`src/design/shr_pkg.sv`:
```
// Purpose: Shared constants and types for the scanner command responder.
// Assumes: 25 MHz logic clock, fixed character rate on the serial link.
// Notes:   Opcodes and response codes without a printed value are arbitrary.
package shr_pkg;

   // Clock and character timing
   localparam int unsigned CLK_HZ        = 25_000_000;
   // Rate is a free choice; a fast one keeps each exchange short
   localparam int unsigned BAUD_RATE     = 500_000;
   localparam int unsigned BIT_CYCLES    = CLK_HZ / BAUD_RATE;
   localparam int unsigned CHAR_BITS     = 11;
   localparam int unsigned CHAR_CYCLES   = BIT_CYCLES * CHAR_BITS;
   localparam logic [11:0] BIT_RELOAD    = 12'(BIT_CYCLES - 1);
   localparam logic [11:0] HALF_BIT      = 12'(BIT_CYCLES / 2);
   localparam logic [3:0]  LAST_BIT      = 4'hA;

   // Gap must exceed one character; counted from mid stop bit, hence one bit more
   localparam int unsigned GAP_CYCLES    = CHAR_CYCLES + BIT_CYCLES;
   // Silence inside a frame that ends it as short
   localparam int unsigned IDLE_CYCLES   = 2 * CHAR_CYCLES;
   // Clear must be answered in under 5 s; leave room for the reply itself
   localparam int unsigned CLEAR_LIMIT_MS = 5000;
   localparam int unsigned ACK_LIMIT_MS   = 500;
   localparam int unsigned CLEAR_CYCLES  = CLEAR_LIMIT_MS * (CLK_HZ / 1000) - 1;
   localparam int unsigned CLEAR_WAIT_CYCLES = CLEAR_CYCLES - 5 * CHAR_CYCLES;

   // Frame bytes
   localparam logic [7:0] ACK_BYTE       = 8'hFF;
   localparam logic [7:0] MIN_LEN        = 8'h02;
   localparam logic [7:0] MAX_LEN        = 8'h20;
   localparam logic [1:0] RSP_LEN_SHORT  = 2'h2;
   localparam logic [1:0] RSP_LEN_LONG   = 2'h3;

   // Command opcodes
   localparam logic [7:0] OP_CLEAR       = 8'h44;
   localparam logic [7:0] OP_CONTROL     = 8'h58;
   localparam logic [7:0] OP_START       = 8'h53;
   localparam logic [7:0] OP_READ        = 8'h5A;
   localparam logic [7:0] OP_SENSE       = 8'h42;
   localparam logic [7:0] OP_RET_SENSE   = 8'h43; // Arbitrary value
   localparam logic [7:0] OP_IMG_SETUP   = 8'h49; // Arbitrary value
   localparam logic [7:0] OP_IMG_QUERY   = 8'h4D; // Arbitrary value
   localparam logic [7:0] OP_INQUIRY     = 8'h51; // Arbitrary value
   localparam logic [7:0] OP_DITHER      = 8'h57; // Arbitrary value
   localparam logic [7:0] OP_PRINT       = 8'h50; // Arbitrary value
   localparam logic [7:0] OP_DATA_SEND   = 8'h4C; // Arbitrary value

   // Response codes
   localparam logic [7:0] RC_READY       = 8'h52;
   localparam logic [7:0] RC_NORMAL      = 8'h4E;
   localparam logic [7:0] RC_READ_DONE   = 8'h46;
   localparam logic [7:0] RC_IMG_STATUS  = 8'h49; // Arbitrary value
   localparam logic [7:0] RC_UNIT_STATUS = 8'h4A; // Arbitrary value
   localparam logic [7:0] RC_OP_ERR      = 8'h55;
   localparam logic [7:0] RC_TEMP_ERR    = 8'h54;
   localparam logic [7:0] RC_EQP_ERR     = 8'h50;

   // Detail byte of an operation error
   localparam logic [7:0] DET_XMIT       = 8'h01;
   localparam logic [7:0] DET_SEQ        = 8'h02;
   localparam logic [7:0] DET_UNKNOWN    = 8'h04;

   typedef enum logic [2:0] {
      ST_IDLE      = 3'b000,
      ST_GAP_ACK   = 3'b001,
      ST_SEND_ACK  = 3'b010,
      ST_EXEC      = 3'b011,
      ST_GAP_RSP   = 3'b100,
      ST_SEND_RSP  = 3'b101,
      ST_WAIT_HACK = 3'b110
   } shr_state_t;

endpackage

```
`src/design/shr_char_link.sv`:
```
// Purpose: Character transmitter and receiver with start, even parity and stop.
// Assumes: Serial input already synchronous to clk; LSB first.
// Notes:   A bad stop bit is reported as a parity fault.
module shr_char_link (
   input  wire logic       clk,
   input  wire logic       rst_n,
   input  wire logic       ser_in,
   output logic            ser_out,
   input  wire logic       tx_valid,
   input  wire logic [7:0] tx_data,
   output logic            tx_ready,
   output logic            rx_valid,
   output logic [7:0]      rx_data,
   output logic            rx_perr
);
   import shr_pkg::*;

   typedef struct packed {
      logic        tx_busy;
      logic [3:0]  tx_bit;
      logic [11:0] tx_cnt;
      logic [9:0]  tx_sh;
      logic        ser_out_n;
      logic        rx_busy;
      logic [3:0]  rx_bit;
      logic [11:0] rx_cnt;
      logic [9:0]  rx_sh;
      logic        rx_valid;
      logic [7:0]  rx_data;
      logic        rx_perr;
   } shr_link_st_t;

   shr_link_st_t q;
   shr_link_st_t n;

   // Next state of both directions
   always_comb begin
      logic [9:0] sh_in;
      sh_in = {ser_in, q.rx_sh[9:1]};
      n = q;
      n.rx_valid = 1'b0;
      // Transmit: start bit, then data, parity and stop from the shifter
      if (!q.tx_busy) begin
         if (tx_valid) begin
            n.tx_busy   = 1'b1;
            n.tx_bit    = 4'h0;
            n.tx_cnt    = BIT_RELOAD;
            n.tx_sh     = {1'b1, ^tx_data, tx_data};
            n.ser_out_n = 1'b1;
         end
      end else if (q.tx_cnt != 12'h000) begin
         n.tx_cnt = q.tx_cnt - 12'h001;
      end else if (q.tx_bit == LAST_BIT) begin
         n.tx_busy = 1'b0;
      end else begin
         n.ser_out_n = ~q.tx_sh[0];
         n.tx_sh     = {1'b1, q.tx_sh[9:1]};
         n.tx_bit    = q.tx_bit + 4'h1;
         n.tx_cnt    = BIT_RELOAD;
      end
      // Receive: sample mid-bit; a short low glitch is not a start bit
      if (!q.rx_busy) begin
         if (!ser_in) begin
            n.rx_busy = 1'b1;
            n.rx_bit  = 4'h0;
            n.rx_cnt  = HALF_BIT;
         end
      end else if (q.rx_cnt != 12'h000) begin
         n.rx_cnt = q.rx_cnt - 12'h001;
      end else if (q.rx_bit == 4'h0 && ser_in) begin
         n.rx_busy = 1'b0;
      end else begin
         n.rx_sh  = sh_in;
         n.rx_bit = q.rx_bit + 4'h1;
         n.rx_cnt = BIT_RELOAD;
         // Stop bit is the last sample, so the shifter holds data, parity, stop
         if (q.rx_bit == LAST_BIT) begin
            n.rx_busy  = 1'b0;
            n.rx_valid = 1'b1;
            n.rx_data  = sh_in[7:0];
            n.rx_perr  = (^sh_in[8:0]) | ~sh_in[9];
         end
      end
   end

   // State register
   always_ff @(posedge clk or negedge rst_n) begin
      if (!rst_n) begin
         q <= '0;
      end else begin
         q <= n;
      end
   end

   assign ser_out  = ~q.ser_out_n; // Line idles high
   assign tx_ready = ~q.tx_busy;
   assign rx_valid = q.rx_valid;
   assign rx_data  = q.rx_data;
   assign rx_perr  = q.rx_perr;

endmodule

```
`src/design/shr_cmd_responder.sv`:
```
// Purpose: Scanner side of the host command link: frames, acks, one response per command.
// Assumes: Mechanics report init, read and fault status on plain level inputs.
// Notes:   Response payloads beyond code and detail byte are not produced.
// Notes on behaviour
// [RULE1] Clear answers ready after init, equipment error on init fault.
// [RULE2] Control, image setup, dither: normal status, or operation error if discarded.
// [RULE3] Start and read give temporary error on jam, empty hopper, cover open.
// [RULE4] Read answers read-complete, or equipment error on read fault.
// [RULE5] Out-of-order or corrupted sequence commands get operation error.
// [RULE6] Sense: temporary error while jammed, else normal status.
// [RULE7] Sense family returns equipment error once a fault was reported; return sense after a clear fault gets operation error instead.
// [RULE8] Return sense answers normal status when fault free.
// [RULE9] Image query, inquiry, print, data send get their own normal answers.
// [RULE10] Clear is 03 44 00; ready reply is 02 52.
// [RULE11] Control opcode 58; normal status code 4E.
// [RULE12] Host sends start as two bytes, opcode 53.
// [RULE13] Read opcode 5A; read-complete code 46.
// [RULE14] Host sends sense as two bytes, opcode 42.
// [RULE15] Every frame is acknowledged with one FF byte.
// [RULE16] Clear acked under 500 ms, answered under 5 s.
// [RULE17] More than one character time before ack or response.
// [RULE18] DTR held low while a clear executes.
// [RULE19] RTS low except while sending read-complete.
// [RULE20] Characters carry start, parity and stop bits.
// [RULE21] Error responses are three bytes: code 55, 54 or 50, then detail.
// [RULE22] Control between duplex front read and back start is ignored.
// [RULE23] First frame byte holds total length and delimits the frame.
// [RULE24] Parity or length faults count as transmission errors.
module shr_cmd_responder #(
   parameter int unsigned GAP_CYC   = shr_pkg::GAP_CYCLES,
   parameter int unsigned IDLE_CYC  = shr_pkg::IDLE_CYCLES,
   parameter int unsigned CLEAR_CYC = shr_pkg::CLEAR_WAIT_CYCLES
) (
   input  wire logic       CLK,
   input  wire logic       RESETN,
   input  wire logic       RXD,
   output logic            TXD,
   output logic            DTR,
   output logic            RTS,
   input  wire logic       SCAN_DUPLEX,
   input  wire logic       JAM,
   input  wire logic       HOPPER_EMPTY,
   input  wire logic       COVER_OPEN,
   output logic            INIT_START,
   input  wire logic       INIT_DONE,
   input  wire logic       INIT_FAULT,
   output logic            READ_START,
   input  wire logic       READ_DONE,
   input  wire logic       READ_FAULT,
   input  wire logic [7:0] FAULT_DETAIL,
   output logic            CMD_STROBE,
   output logic [7:0]      CMD_OPCODE
);
   import shr_pkg::*;

   typedef struct packed {
      shr_state_t  st;
      logic [26:0] tmr;
      logic [7:0]  rx_idx;
      logic [7:0]  rx_len;
      logic [7:0]  rx_op;
      logic        rx_bad;
      logic        exec_pend;
      logic        is_clear;
      logic [7:0]  rsp_code;
      logic [7:0]  rsp_det;
      logic [1:0]  rsp_len;
      logic [1:0]  tx_idx;
      logic        ready;
      logic        started;
      logic        hold;
      logic        back;
      logic        fault;
      logic        init_go;
      logic        read_go;
      logic        cmd_stb;
      logic [7:0]  cmd_op;
      logic        rts;
      logic        dtr_low;
   } shr_top_st_t;

   shr_top_st_t q;
   shr_top_st_t n;
   logic        tx_valid;
   logic [7:0]  tx_data;
   logic        tx_ready;
   logic        rx_valid;
   logic [7:0]  rx_data;
   logic        rx_perr;
   logic        frame_end;
   logic        frame_bad;
   logic [7:0]  op_now;
   logic        temp_cond;

   // [RULE20] framed characters
   shr_char_link u_link (
      .clk      (CLK),
      .rst_n    (RESETN),
      .ser_in   (RXD),
      .ser_out  (TXD),
      .tx_valid (tx_valid),
      .tx_data  (tx_data),
      .tx_ready (tx_ready),
      .rx_valid (rx_valid),
      .rx_data  (rx_data),
      .rx_perr  (rx_perr)
   );

   assign op_now    = (q.rx_idx == 8'h01) ? rx_data : q.rx_op;
   assign temp_cond = JAM | HOPPER_EMPTY | COVER_OPEN;

   // Whole command/response sequencer
   always_comb begin
      n = q;
      n.init_go = 1'b0;
      n.read_go = 1'b0;
      n.cmd_stb = 1'b0;
      frame_end = 1'b0;
      frame_bad = 1'b0;
      tx_valid  = 1'b0;
      tx_data   = ACK_BYTE;
      case (q.st)
         ST_IDLE: begin
            if (q.rx_idx != 8'h00) begin
               n.tmr = q.tmr + 27'h1;
            end
            // [RULE23] length byte delimits
            if (rx_valid) begin
               n.tmr    = '0;
               n.rx_idx = q.rx_idx + 8'h01;
               if (q.rx_idx == 8'h00) begin
                  n.rx_len  = rx_data;
                  n.rx_bad  = rx_perr | (rx_data < MIN_LEN) | (rx_data > MAX_LEN);
                  frame_end = rx_data < MIN_LEN;
               end else begin
                  n.rx_bad  = q.rx_bad | rx_perr;
                  frame_end = (q.rx_idx + 8'h01) == q.rx_len;
                  if (q.rx_idx == 8'h01) begin
                     n.rx_op = rx_data;
                  end
               end
               frame_bad = n.rx_bad;
            // [RULE24] short frame times out
            end else if (q.rx_idx != 8'h00 && q.tmr >= 27'(IDLE_CYC)) begin
               frame_end = 1'b1;
               frame_bad = 1'b1;
            end
            if (frame_end) begin
               n.st        = ST_GAP_ACK;
               n.tmr       = '0;
               n.rx_idx    = 8'h00;
               n.exec_pend = 1'b0;
               n.is_clear  = 1'b0;
               n.rsp_code  = RC_NORMAL;
               n.rsp_det   = 8'h00;
               // [RULE24] transmission error reply
               if (frame_bad) begin
                  n.rsp_code = RC_OP_ERR;
                  n.rsp_det  = DET_XMIT;
               end else begin
                  case (op_now)
                     // [RULE1] clear runs init
                     OP_CLEAR: begin
                        n.exec_pend = 1'b1;
                        n.is_clear  = 1'b1;
                     end
                     // [RULE2] [RULE11] [RULE22] setup commands
                     OP_CONTROL, OP_IMG_SETUP, OP_DITHER: begin
                        if (q.hold && op_now == OP_CONTROL) begin
                           n.rsp_code = RC_OP_ERR;
                           n.rsp_det  = DET_SEQ;
                        end else begin
                           n.cmd_stb = 1'b1;
                           n.cmd_op  = op_now;
                        end
                     end
                     // [RULE3] [RULE5] start checks
                     OP_START: begin
                        if (!q.ready) begin
                           n.rsp_code = RC_OP_ERR;
                           n.rsp_det  = DET_SEQ;
                        end else if (temp_cond) begin
                           n.rsp_code = RC_TEMP_ERR;
                           n.rsp_det  = {5'h00, COVER_OPEN, HOPPER_EMPTY, JAM};
                        end else begin
                           n.started = 1'b1;
                           n.back    = q.hold;
                           n.hold    = 1'b0;
                           n.cmd_stb = 1'b1;
                           n.cmd_op  = op_now;
                        end
                     end
                     // [RULE3] [RULE4] [RULE5] read checks
                     OP_READ: begin
                        if (!q.started) begin
                           n.rsp_code = RC_OP_ERR;
                           n.rsp_det  = DET_SEQ;
                        end else if (temp_cond) begin
                           n.rsp_code = RC_TEMP_ERR;
                           n.rsp_det  = {5'h00, COVER_OPEN, HOPPER_EMPTY, JAM};
                        end else begin
                           n.exec_pend = 1'b1;
                        end
                     end
                     // [RULE6] [RULE7] sense
                     OP_SENSE: begin
                        if (q.fault) begin
                           n.rsp_code = RC_EQP_ERR;
                           n.rsp_det  = FAULT_DETAIL;
                        end else if (JAM) begin
                           n.rsp_code = RC_TEMP_ERR;
                           n.rsp_det  = {5'h00, COVER_OPEN, HOPPER_EMPTY, JAM};
                        end
                     end
                     // [RULE5] [RULE7] [RULE8] [RULE9] queries
                     OP_RET_SENSE, OP_IMG_QUERY: begin
                        if (!q.ready) begin
                           n.rsp_code = RC_OP_ERR;
                           n.rsp_det  = DET_SEQ;
                        end else if (q.fault) begin
                           n.rsp_code = RC_EQP_ERR;
                           n.rsp_det  = FAULT_DETAIL;
                        end else if (op_now == OP_IMG_QUERY) begin
                           n.rsp_code = RC_IMG_STATUS;
                        end
                     end
                     // [RULE9] unit status
                     OP_INQUIRY: n.rsp_code = RC_UNIT_STATUS;
                     // [RULE5] [RULE9] printer and data
                     OP_PRINT, OP_DATA_SEND: begin
                        if (!q.ready) begin
                           n.rsp_code = RC_OP_ERR;
                           n.rsp_det  = DET_SEQ;
                        end else begin
                           n.cmd_stb = 1'b1;
                           n.cmd_op  = op_now;
                        end
                     end
                     default: begin
                        n.rsp_code = RC_OP_ERR;
                        n.rsp_det  = DET_UNKNOWN;
                     end
                  endcase
               end
            end
         end
         // [RULE17] gap before ack
         ST_GAP_ACK: begin
            n.tmr = q.tmr + 27'h1;
            if (q.tmr >= 27'(GAP_CYC)) begin
               n.st = ST_SEND_ACK;
            end
         end
         // [RULE15] [RULE16] ack byte
         ST_SEND_ACK: begin
            if (tx_ready) begin
               tx_valid  = 1'b1;
               n.tmr     = '0;
               n.st      = q.exec_pend ? ST_EXEC : ST_GAP_RSP;
               n.init_go = q.exec_pend & q.is_clear;
               n.read_go = q.exec_pend & ~q.is_clear;
            end
         end
         // [RULE1] [RULE4] [RULE16] wait mechanics
         ST_EXEC: begin
            n.tmr = q.tmr + 27'h1;
            if (q.is_clear) begin
               if (INIT_FAULT || q.tmr >= 27'(CLEAR_CYC)) begin
                  n.st       = ST_GAP_RSP;
                  n.rsp_code = RC_EQP_ERR;
                  n.rsp_det  = FAULT_DETAIL;
                  n.fault    = 1'b1;
                  n.ready    = 1'b0;
               end else if (INIT_DONE) begin
                  n.st       = ST_GAP_RSP;
                  n.rsp_code = RC_READY;
                  n.ready    = 1'b1;
                  n.fault    = 1'b0;
               end
               // Clear aborts any scan sequence
               n.started = 1'b0;
               n.hold    = 1'b0;
               n.back    = 1'b0;
            end else if (READ_FAULT) begin
               n.st       = ST_GAP_RSP;
               n.rsp_code = RC_EQP_ERR;
               n.rsp_det  = FAULT_DETAIL;
               n.fault    = 1'b1;
               n.started  = 1'b0;
            end else if (READ_DONE) begin
               n.st       = ST_GAP_RSP;
               n.rsp_code = RC_READ_DONE;
               n.started  = 1'b0;
               // [RULE22] duplex front done
               n.hold     = SCAN_DUPLEX & ~q.back;
               n.back     = 1'b0;
            end
            if (n.st == ST_GAP_RSP) begin
               n.tmr = '0;
            end
         end
         // [RULE17] gap counted once the ack has ended and any execution is done
         ST_GAP_RSP: begin
            n.tmr = tx_ready ? q.tmr + 27'h1 : '0;
            if (tx_ready && q.tmr >= 27'(GAP_CYC)) begin
               n.st     = ST_SEND_RSP;
               n.tx_idx = 2'h0;
            end
         end
         // [RULE10] [RULE13] [RULE21] response bytes
         ST_SEND_RSP: begin
            case (q.tx_idx)
               2'h0:    tx_data = {6'h00, q.rsp_len};
               2'h1:    tx_data = q.rsp_code;
               default: tx_data = q.rsp_det;
            endcase
            if (tx_ready) begin
               if (q.tx_idx != q.rsp_len) begin
                  tx_valid = 1'b1;
                  n.tx_idx = q.tx_idx + 2'h1;
               end else begin
                  n.st = ST_WAIT_HACK;
               end
            end
         end
         // [RULE15] host ack
         ST_WAIT_HACK: begin
            if (rx_valid && !rx_perr && rx_data == ACK_BYTE) begin
               n.st  = ST_IDLE;
               n.tmr = '0;
            end
         end
         default: n.st = ST_IDLE;
      endcase
      // [RULE21] error frames carry a detail byte
      n.rsp_len = (n.rsp_code == RC_OP_ERR || n.rsp_code == RC_TEMP_ERR || n.rsp_code == RC_EQP_ERR)
                  ? RSP_LEN_LONG : RSP_LEN_SHORT;
      // [RULE19] [RULE18] modem lines
      n.rts     = (n.st == ST_SEND_RSP) && (n.rsp_code == RC_READ_DONE);
      n.dtr_low = (n.st == ST_EXEC) && n.is_clear;
   end

   // State register
   always_ff @(posedge CLK or negedge RESETN) begin
      if (!RESETN) begin
         q <= '0;
      end else begin
         q <= n;
      end
   end

   assign DTR        = ~q.dtr_low;
   assign RTS        = q.rts;
   assign INIT_START = q.init_go;
   assign READ_START = q.read_go;
   assign CMD_STROBE = q.cmd_stb;
   assign CMD_OPCODE = q.cmd_op;
endmodule

```
`config.mk`:
```
export PLATFORM = sky130hd
export DESIGN_NAME = shr_cmd_responder
export DESIGN_NICKNAME = d
export VERILOG_FILES = /design/src/design/shr_pkg.sv /design/src/design/shr_char_link.sv /design/src/design/shr_cmd_responder.sv
export SDC_FILE = /design/constraint.sdc
export NUM_CORES = 1
export LEC_CHECK = 0
export BUFFER_PORTS_ARGS = -buffer_cell sky130_fd_sc_hd__clkbuf_2
export CORE_AREA = 2 2 155 157
export CTS_BUF_LIST = sky130_fd_sc_hd__clkbuf_8 sky130_fd_sc_hd__clkbuf_16
export DETAILED_ROUTE_END_ITERATION = 6
export DIE_AREA = 0 0 157 159
export SLEW_MARGIN = 20
export SYNTH_ARGS = -nofsm -noshare
export SYNTH_HDL_FRONTEND = slang
export SYNTH_SLANG_ARGS = --single-unit
```
`constraint.sdc`:
```
create_clock -name CLK -period 4.5 [get_ports CLK]
set_input_delay 0.45 -clock CLK [delete_from_list [all_inputs] [get_ports CLK]]
set_output_delay 0.45 -clock CLK [all_outputs]
set_load 0.02 [all_outputs]
```
# ---- Word-level counts from Yosys, hierarchy flattened
# Index checks and enable logic that the tools add are counted.
dict set report op_classes {
  add_sub_neg 7
  n_lt_le_gt_ge 5
  n_eq_ne 60
  mux 112
  bitwise 20
  reduce_logical 52
}
# op n
set op_table {}
lappend op_table {{case mux 27 bit (6 select lines)} 1}
lappend op_table {{== test 8 x 7 -> 1 bit, second input constant} 16}
lappend op_table {{2-to-1 mux 27 bit} 4}
lappend op_table {{2-to-1 mux 8 bit} 12}
lappend op_table {{2-to-1 mux 13 bit} 7}
lappend op_table {{case mux 8 bit (8 select lines)} 1}
lappend op_table {{2-to-1 mux 9 bit} 7}
lappend op_table {{2-to-1 mux 30 bit} 2}
lappend op_table {{2-to-1 mux 28 bit} 2}
lappend op_table {{case mux 8 bit (7 select lines)} 1}
lappend op_table {{2-to-1 mux 3 bit} 18}
lappend op_table {{2-to-1 mux 52 bit} 1}
lappend op_table {{2-to-1 mux 17 bit} 3}
lappend op_table {{2-to-1 mux 16 bit} 3}
lappend op_table {{2-to-1 mux 38 bit} 1}
lappend op_table {{2-to-1 mux 36 bit} 1}
lappend op_table {{inequality test 2 bit, second input constant} 17}
lappend op_table {{case mux 16 bit (2 select lines)} 1}
lappend op_table {{2-to-1 mux 10 bit} 3}
lappend op_table {{adder 27 x 1 -> 27 bit, second input constant} 1}
lappend op_table {{>= comparator 27 x 10 -> 1 bit, second input constant} 1}
lappend op_table {{>= comparator 27 x 11 -> 1 bit, second input constant} 1}
lappend op_table {{>= comparator 27 bit, second input constant} 1}
lappend op_table {{case mux 9 bit (3 select lines)} 1}
lappend op_table {{55 further kinds} 150}
dict set report totals {
  register_bits 160
  inputBits 19
  output_inout_bits 14
  elab_cells 291
}

# ---- Longest topological paths before layout
dict set report logic_depth {
  ltp_word 14
  depth_mapped 12
  ltp_nobuf 10
}

# ---- Modules after synthesis
# From an unflattened synthesis, not the netlist that was laid out.
dict set report unflattened {
  hier_cells 1092
  hier_area_um2 9683.0
}
# module instances cells_per_inst area_per_inst_um2 seq_area_each_um2
set by_module_without_submodules {}
lappend by_module_without_submodules {shr_cmd_responder 1 752 6383.6 2377.3}
lappend by_module_without_submodules {shr_char_link 1 340 3299.4 1601.5}

# ---- Least setup slack after synthesis
# Ideal clock, no wire load.
dict set report synth_timing {
  path_kind {register to register}
  from {reg q[59] in the netlist's numbering}
  to {reg q (netlist bit RTS)}
  setup_time_ns 0.094
  t_arrival_ns 3.001
  t_required_ns 4.406
  slack_ns 1.405
  stages_incl_launch_ff 11
  path_buffers 3
  synth_period_minus_slack_ns 3.095
  cell_sequence {dfrtp_1 buf_6 or4_4 buf_6 or2_4 o41a_1 a21o_1 buf_6 and3_4 or4_4 nor4b_4}
}
# item line
set synth_rtl {}
lappend synth_rtl {{start, declared} shr_cmd_responder.sv:82} ;# shr_top_st_t q;
lappend synth_rtl {{start signal, assigned} shr_cmd_responder.sv:348} ;# q <= n;

==> impl_results.md <==
- Setup crit start: q[57]$_DFFE_PN0P_
- Buf/Inv on CP: 0
- CP peak stage delay: 580 ps
- Final ANT Viol Nets: 0
- CP Depth: 9
- Min Clock Period, post-route: 3903 ps
- CP Class: flop to flop
- Slew Viols, Final: 0
- CTS root buffer: clkbuf_16
- Nets: 1066
- R2R Setup Slk: 600 ps
- R2R cell count: 9
- RSZ-0062 raised after global routing: false
- Startpoint types: flop
- Static leakage: 0.004631 µW
- Port bufs: 32
- Hold_buf cts: 0
- HP Class: primary input to async pin
- Post-Syn Instances: 1029
- Synthesis-to-finish area growth: 9.791%
- Fmax: 0.2562 GHz
- Crit-path cells: ha_1 -> nor3b_1 -> nand2_1 -> a41o_1 -> nor4_1 -> a2111oi_1 -> nor2b_1 -> a21o_1 -> a2111oi_1
- Post-synthesis cell area: 9418 µm²
- Dpl ws: 767.9 ps
- Yosys warns: 0
- DRC: 0
- Flop pwr share: 46.3%
- Post-CTS Setup Inserts: 0
- Initial core utilization: 40.61%
- Endpoint of the lowest-slack register-to-register path: q[20]$_DFF_PN0_
- Data arrival, critical path: 4210 ps
- Final WL: 21.91 mm
- Top_reg_cell synth: dfrtp_1
- CTS Buffer Depth: 2
- Clk_skew: 18.62 ps
- Mean Syn Cell Area: 9.152 µm²
- Final Setup Violations: 0
- Int Power: 2652 µW
- Slowest CP cell: nor4_1
- Total power: 3886 µW
- Largest net degree at the start of global routing: 84
- Via count: 7583
- Yosys reg bits: 159
- Initial antenna violation count: 0
- Die width: 157 µm
- Filler instances: 2277
- Setup crit end: q[20]$_DFF_PN0_
- Switching power: 1233 µW
- Clk network pwr share: 34.3%
- CTS tree: yes
- Worst-path fanout max: 15
- Most frequent CP cell: a2111oi_1
- DIE AREA: 24960 µm²
- Area of the core: 23190 µm²
- Gr ovfl total: 0
- WL per Instance: 16.06 µm
- Synth cell types: 81
- Final hold vios: 0
- Global-route wire length before repair: 37.49 mm
- Least-Margin Pin Slew: 1036 ps
- CP delay by family, top: simple AND/OR/NAND/NOR gates
- Worst hold slack: 76.46 ps
- Layout cells sized above 1: 13.68%
- # clock sinks: 159
- Seq/Total Area, Yosys: 42.25%
- Vias per cell: 5.559
- Outcome: finished, final reports clean
- CP Capture Type: flop
- Total GRT Usage: 18.39%
- Worst vdd ir: 0.0002376 V
- Vias in the first global route: 7301
- PD cells: 375.8 nW/µm²
- Num ports: 33
- CTS resizes: 0
- Post-synth ARST share: 100.0%
- Starting DRT DRC Count: 620
- Htree depth: 4
- Final TNS setup: 0 ps
- Chip Height: 159 µm
- Relative slew slack: 30.06%
- Hpwl dp: 15.65 mm
- Worst-skew pair later-pin latency: 440 ps
- Crit path required time: 4810 ps
- Max Cap Viol: 0
- Syn nets: 1063
- Clock Pin Slew Worst Setup and Hold Paths: 70 ps
- Gate power share: 19.4%
- FP Rows: 56
- CTS Buf Count: 17
- Critical R2R Launch: q[57]$_DFFE_PN0P_
- Sw frac: 31.74%
- EDFF count, synth: 0
- Final WS setup: 596.5 ps
- Pre-antenna DRT Iters: 5
- GPL Wtd Cong: 0.8745
- Ant diodes: 0
- Final period util: 86.74%
==> worst min path at each step <==
stage / from / endpoint / cells past startpoint
floorplan: RESETN / CMD_OPCODE[0]$_DFFE_PN0P_ / 0
global placement: u_link.q[47]$_DFFE_PN0P_ / u_link.q[47]$_DFFE_PN0P_ / 1
detailed placement: u_link.q[47]$_DFFE_PN0P_ / u_link.q[47]$_DFFE_PN0P_ / 1
CTS: RESETN / q[91]$_DFFE_PN0P_ / 1
global route: RESETN / q[91]$_DFFE_PN0P_ / 1
finish: RESETN / q[91]$_DFFE_PN0P_ / 1
==> power by group through the flow <==
stage / registers [µW] / logic (µW) / clock network (µW)
floorplan: 1740 / 604 / 0
global placement: 1820 / 742 / 0
detailed placement: 1820 / 758 / 0
CTS: 1800 / 762 / 1370
global route: 1830 / 871 / 1430
finish: 1800 / 752 / 1330
==> cells in the final DEF (no fill, tap or decap), types with 16 or more instances in the layout <==
| cell type | Yosys | layout |
|---|---|---|
| o21ai_0 | 66 | 66 |
| clkbuf_2 | 0 | 31 |
| nor3b_1 | 16 | 16 |
| xor2_1 | 30 | 30 |
| dfrtp_1 | 159 | 159 |
| nand3_1 | 38 | 38 |
| nand2_1 | 130 | 130 |
| nor2_1 | 82 | 82 |
| a21oi_1 | 23 | 23 |
| mux2_2 | 34 | 34 |
| nor3_1 | 23 | 23 |
| clkbuf_16 | 0 | 17 |
| xnor2_1 | 27 | 27 |
| nor2b_1 | 16 | 16 |
| inv_1 | 37 | 40 |
==> cell usage after synthesis (all sizes together), types with 13 or more instances <==
| cell | instances | share of area (%) |
|---|---|---|
| nor3b | 16 | 1.3 |
| o21ai | 66 | 3.5 |
| nand2 | 130 | 5.2 |
| a21oi | 24 | 1.3 |
| nor2b | 16 | 1.1 |
| ha | 15 | 2.0 |
| dfrtp | 159 | 42 |
| inv | 37 | 1.5 |
| nor3 | 23 | 1.2 |
| buf | 21 | 1.5 |
| a211oi | 13 | 1.1 |
| mux2 | 34 | 4.1 |
| nand3 | 38 | 2.0 |
| xor2 | 30 | 2.8 |
| clkbuf | 40 | 1.6 |
| nor2 | 82 | 3.3 |
| xnor2 | 27 | 2.5 |
| or2 | 13 | 0.89 |
| nor4 | 15 | 1.1 |
| nand4 | 13 | 0.86 |
==> area by class of cell <==
class	instances	area, µm²	area share, %
Multi-Input combinational cell	771	5007	48.43
Sequential cell	159	3979	38.48
Clock buffer	17	425.4	4.114
Tap cell	319	399.1	3.860
Timing Repair Buffer	45	276.5	2.674
Inverter	38	142.6	1.379
Clock inverter	15	110.1	1.065
==> per-layer routing <==
metal	routed length (µm)	global-route usage, %	up-vias
li1	-	-	3713
met1	10970	27.08	3676
met2	9834	27.85	172
met3	841	3.157	22
met4	264	5.046	0
met5	0	0	-
==> metrics by stage <==
| stage | cell area [µm²] | std cells | utilization, % |
|---|---|---|---|
| 2_1_floorplan | 9418 | 1029 | - |
| 3_3_place_gp | 9804 | 1332 | 42.27 |
| 3_5_place_dp | 9804 | 1332 | 42.27 |
| 4_1_cts | 10340 | 1364 | 44.58 |
| 5_1_grt | 10340 | 1364 | 44.58 |
| 6_report | 10340 | 1364 | 44.58 |
==> cell families (layout without fill, tap and decap cells) <==
kind of cell | Yosys count | after routing | synth area share [%]
AOI/OAI and AO/OA | 213 | 213 | 15.78
xor gates and xnor gates | 57 | 57 | 5.301
adders and majority gates | 15 | 15 | 1.993
buffers and inverters | 99 | 115 | 4.583
DFF | 159 | 159 | 42.25
muxes | 45 | 45 | 5.235
other | 1 | 1 | 0.03982
and+or+nand+nor | 440 | 440 | 24.82
==> sequential cells by signal, summed over array words and instances, names as in the netlist <==
name and count:
CMD_OPCODE 8, CMD_STROBE 1, INIT_START 1, READ_START 1
RTS 1, q 83, u_link.q 54, u_link.rx_data 8
u_link.rx_perr 1, u_link.rx_valid 1
Note: power is estimated with default switching activity, not from simulation.
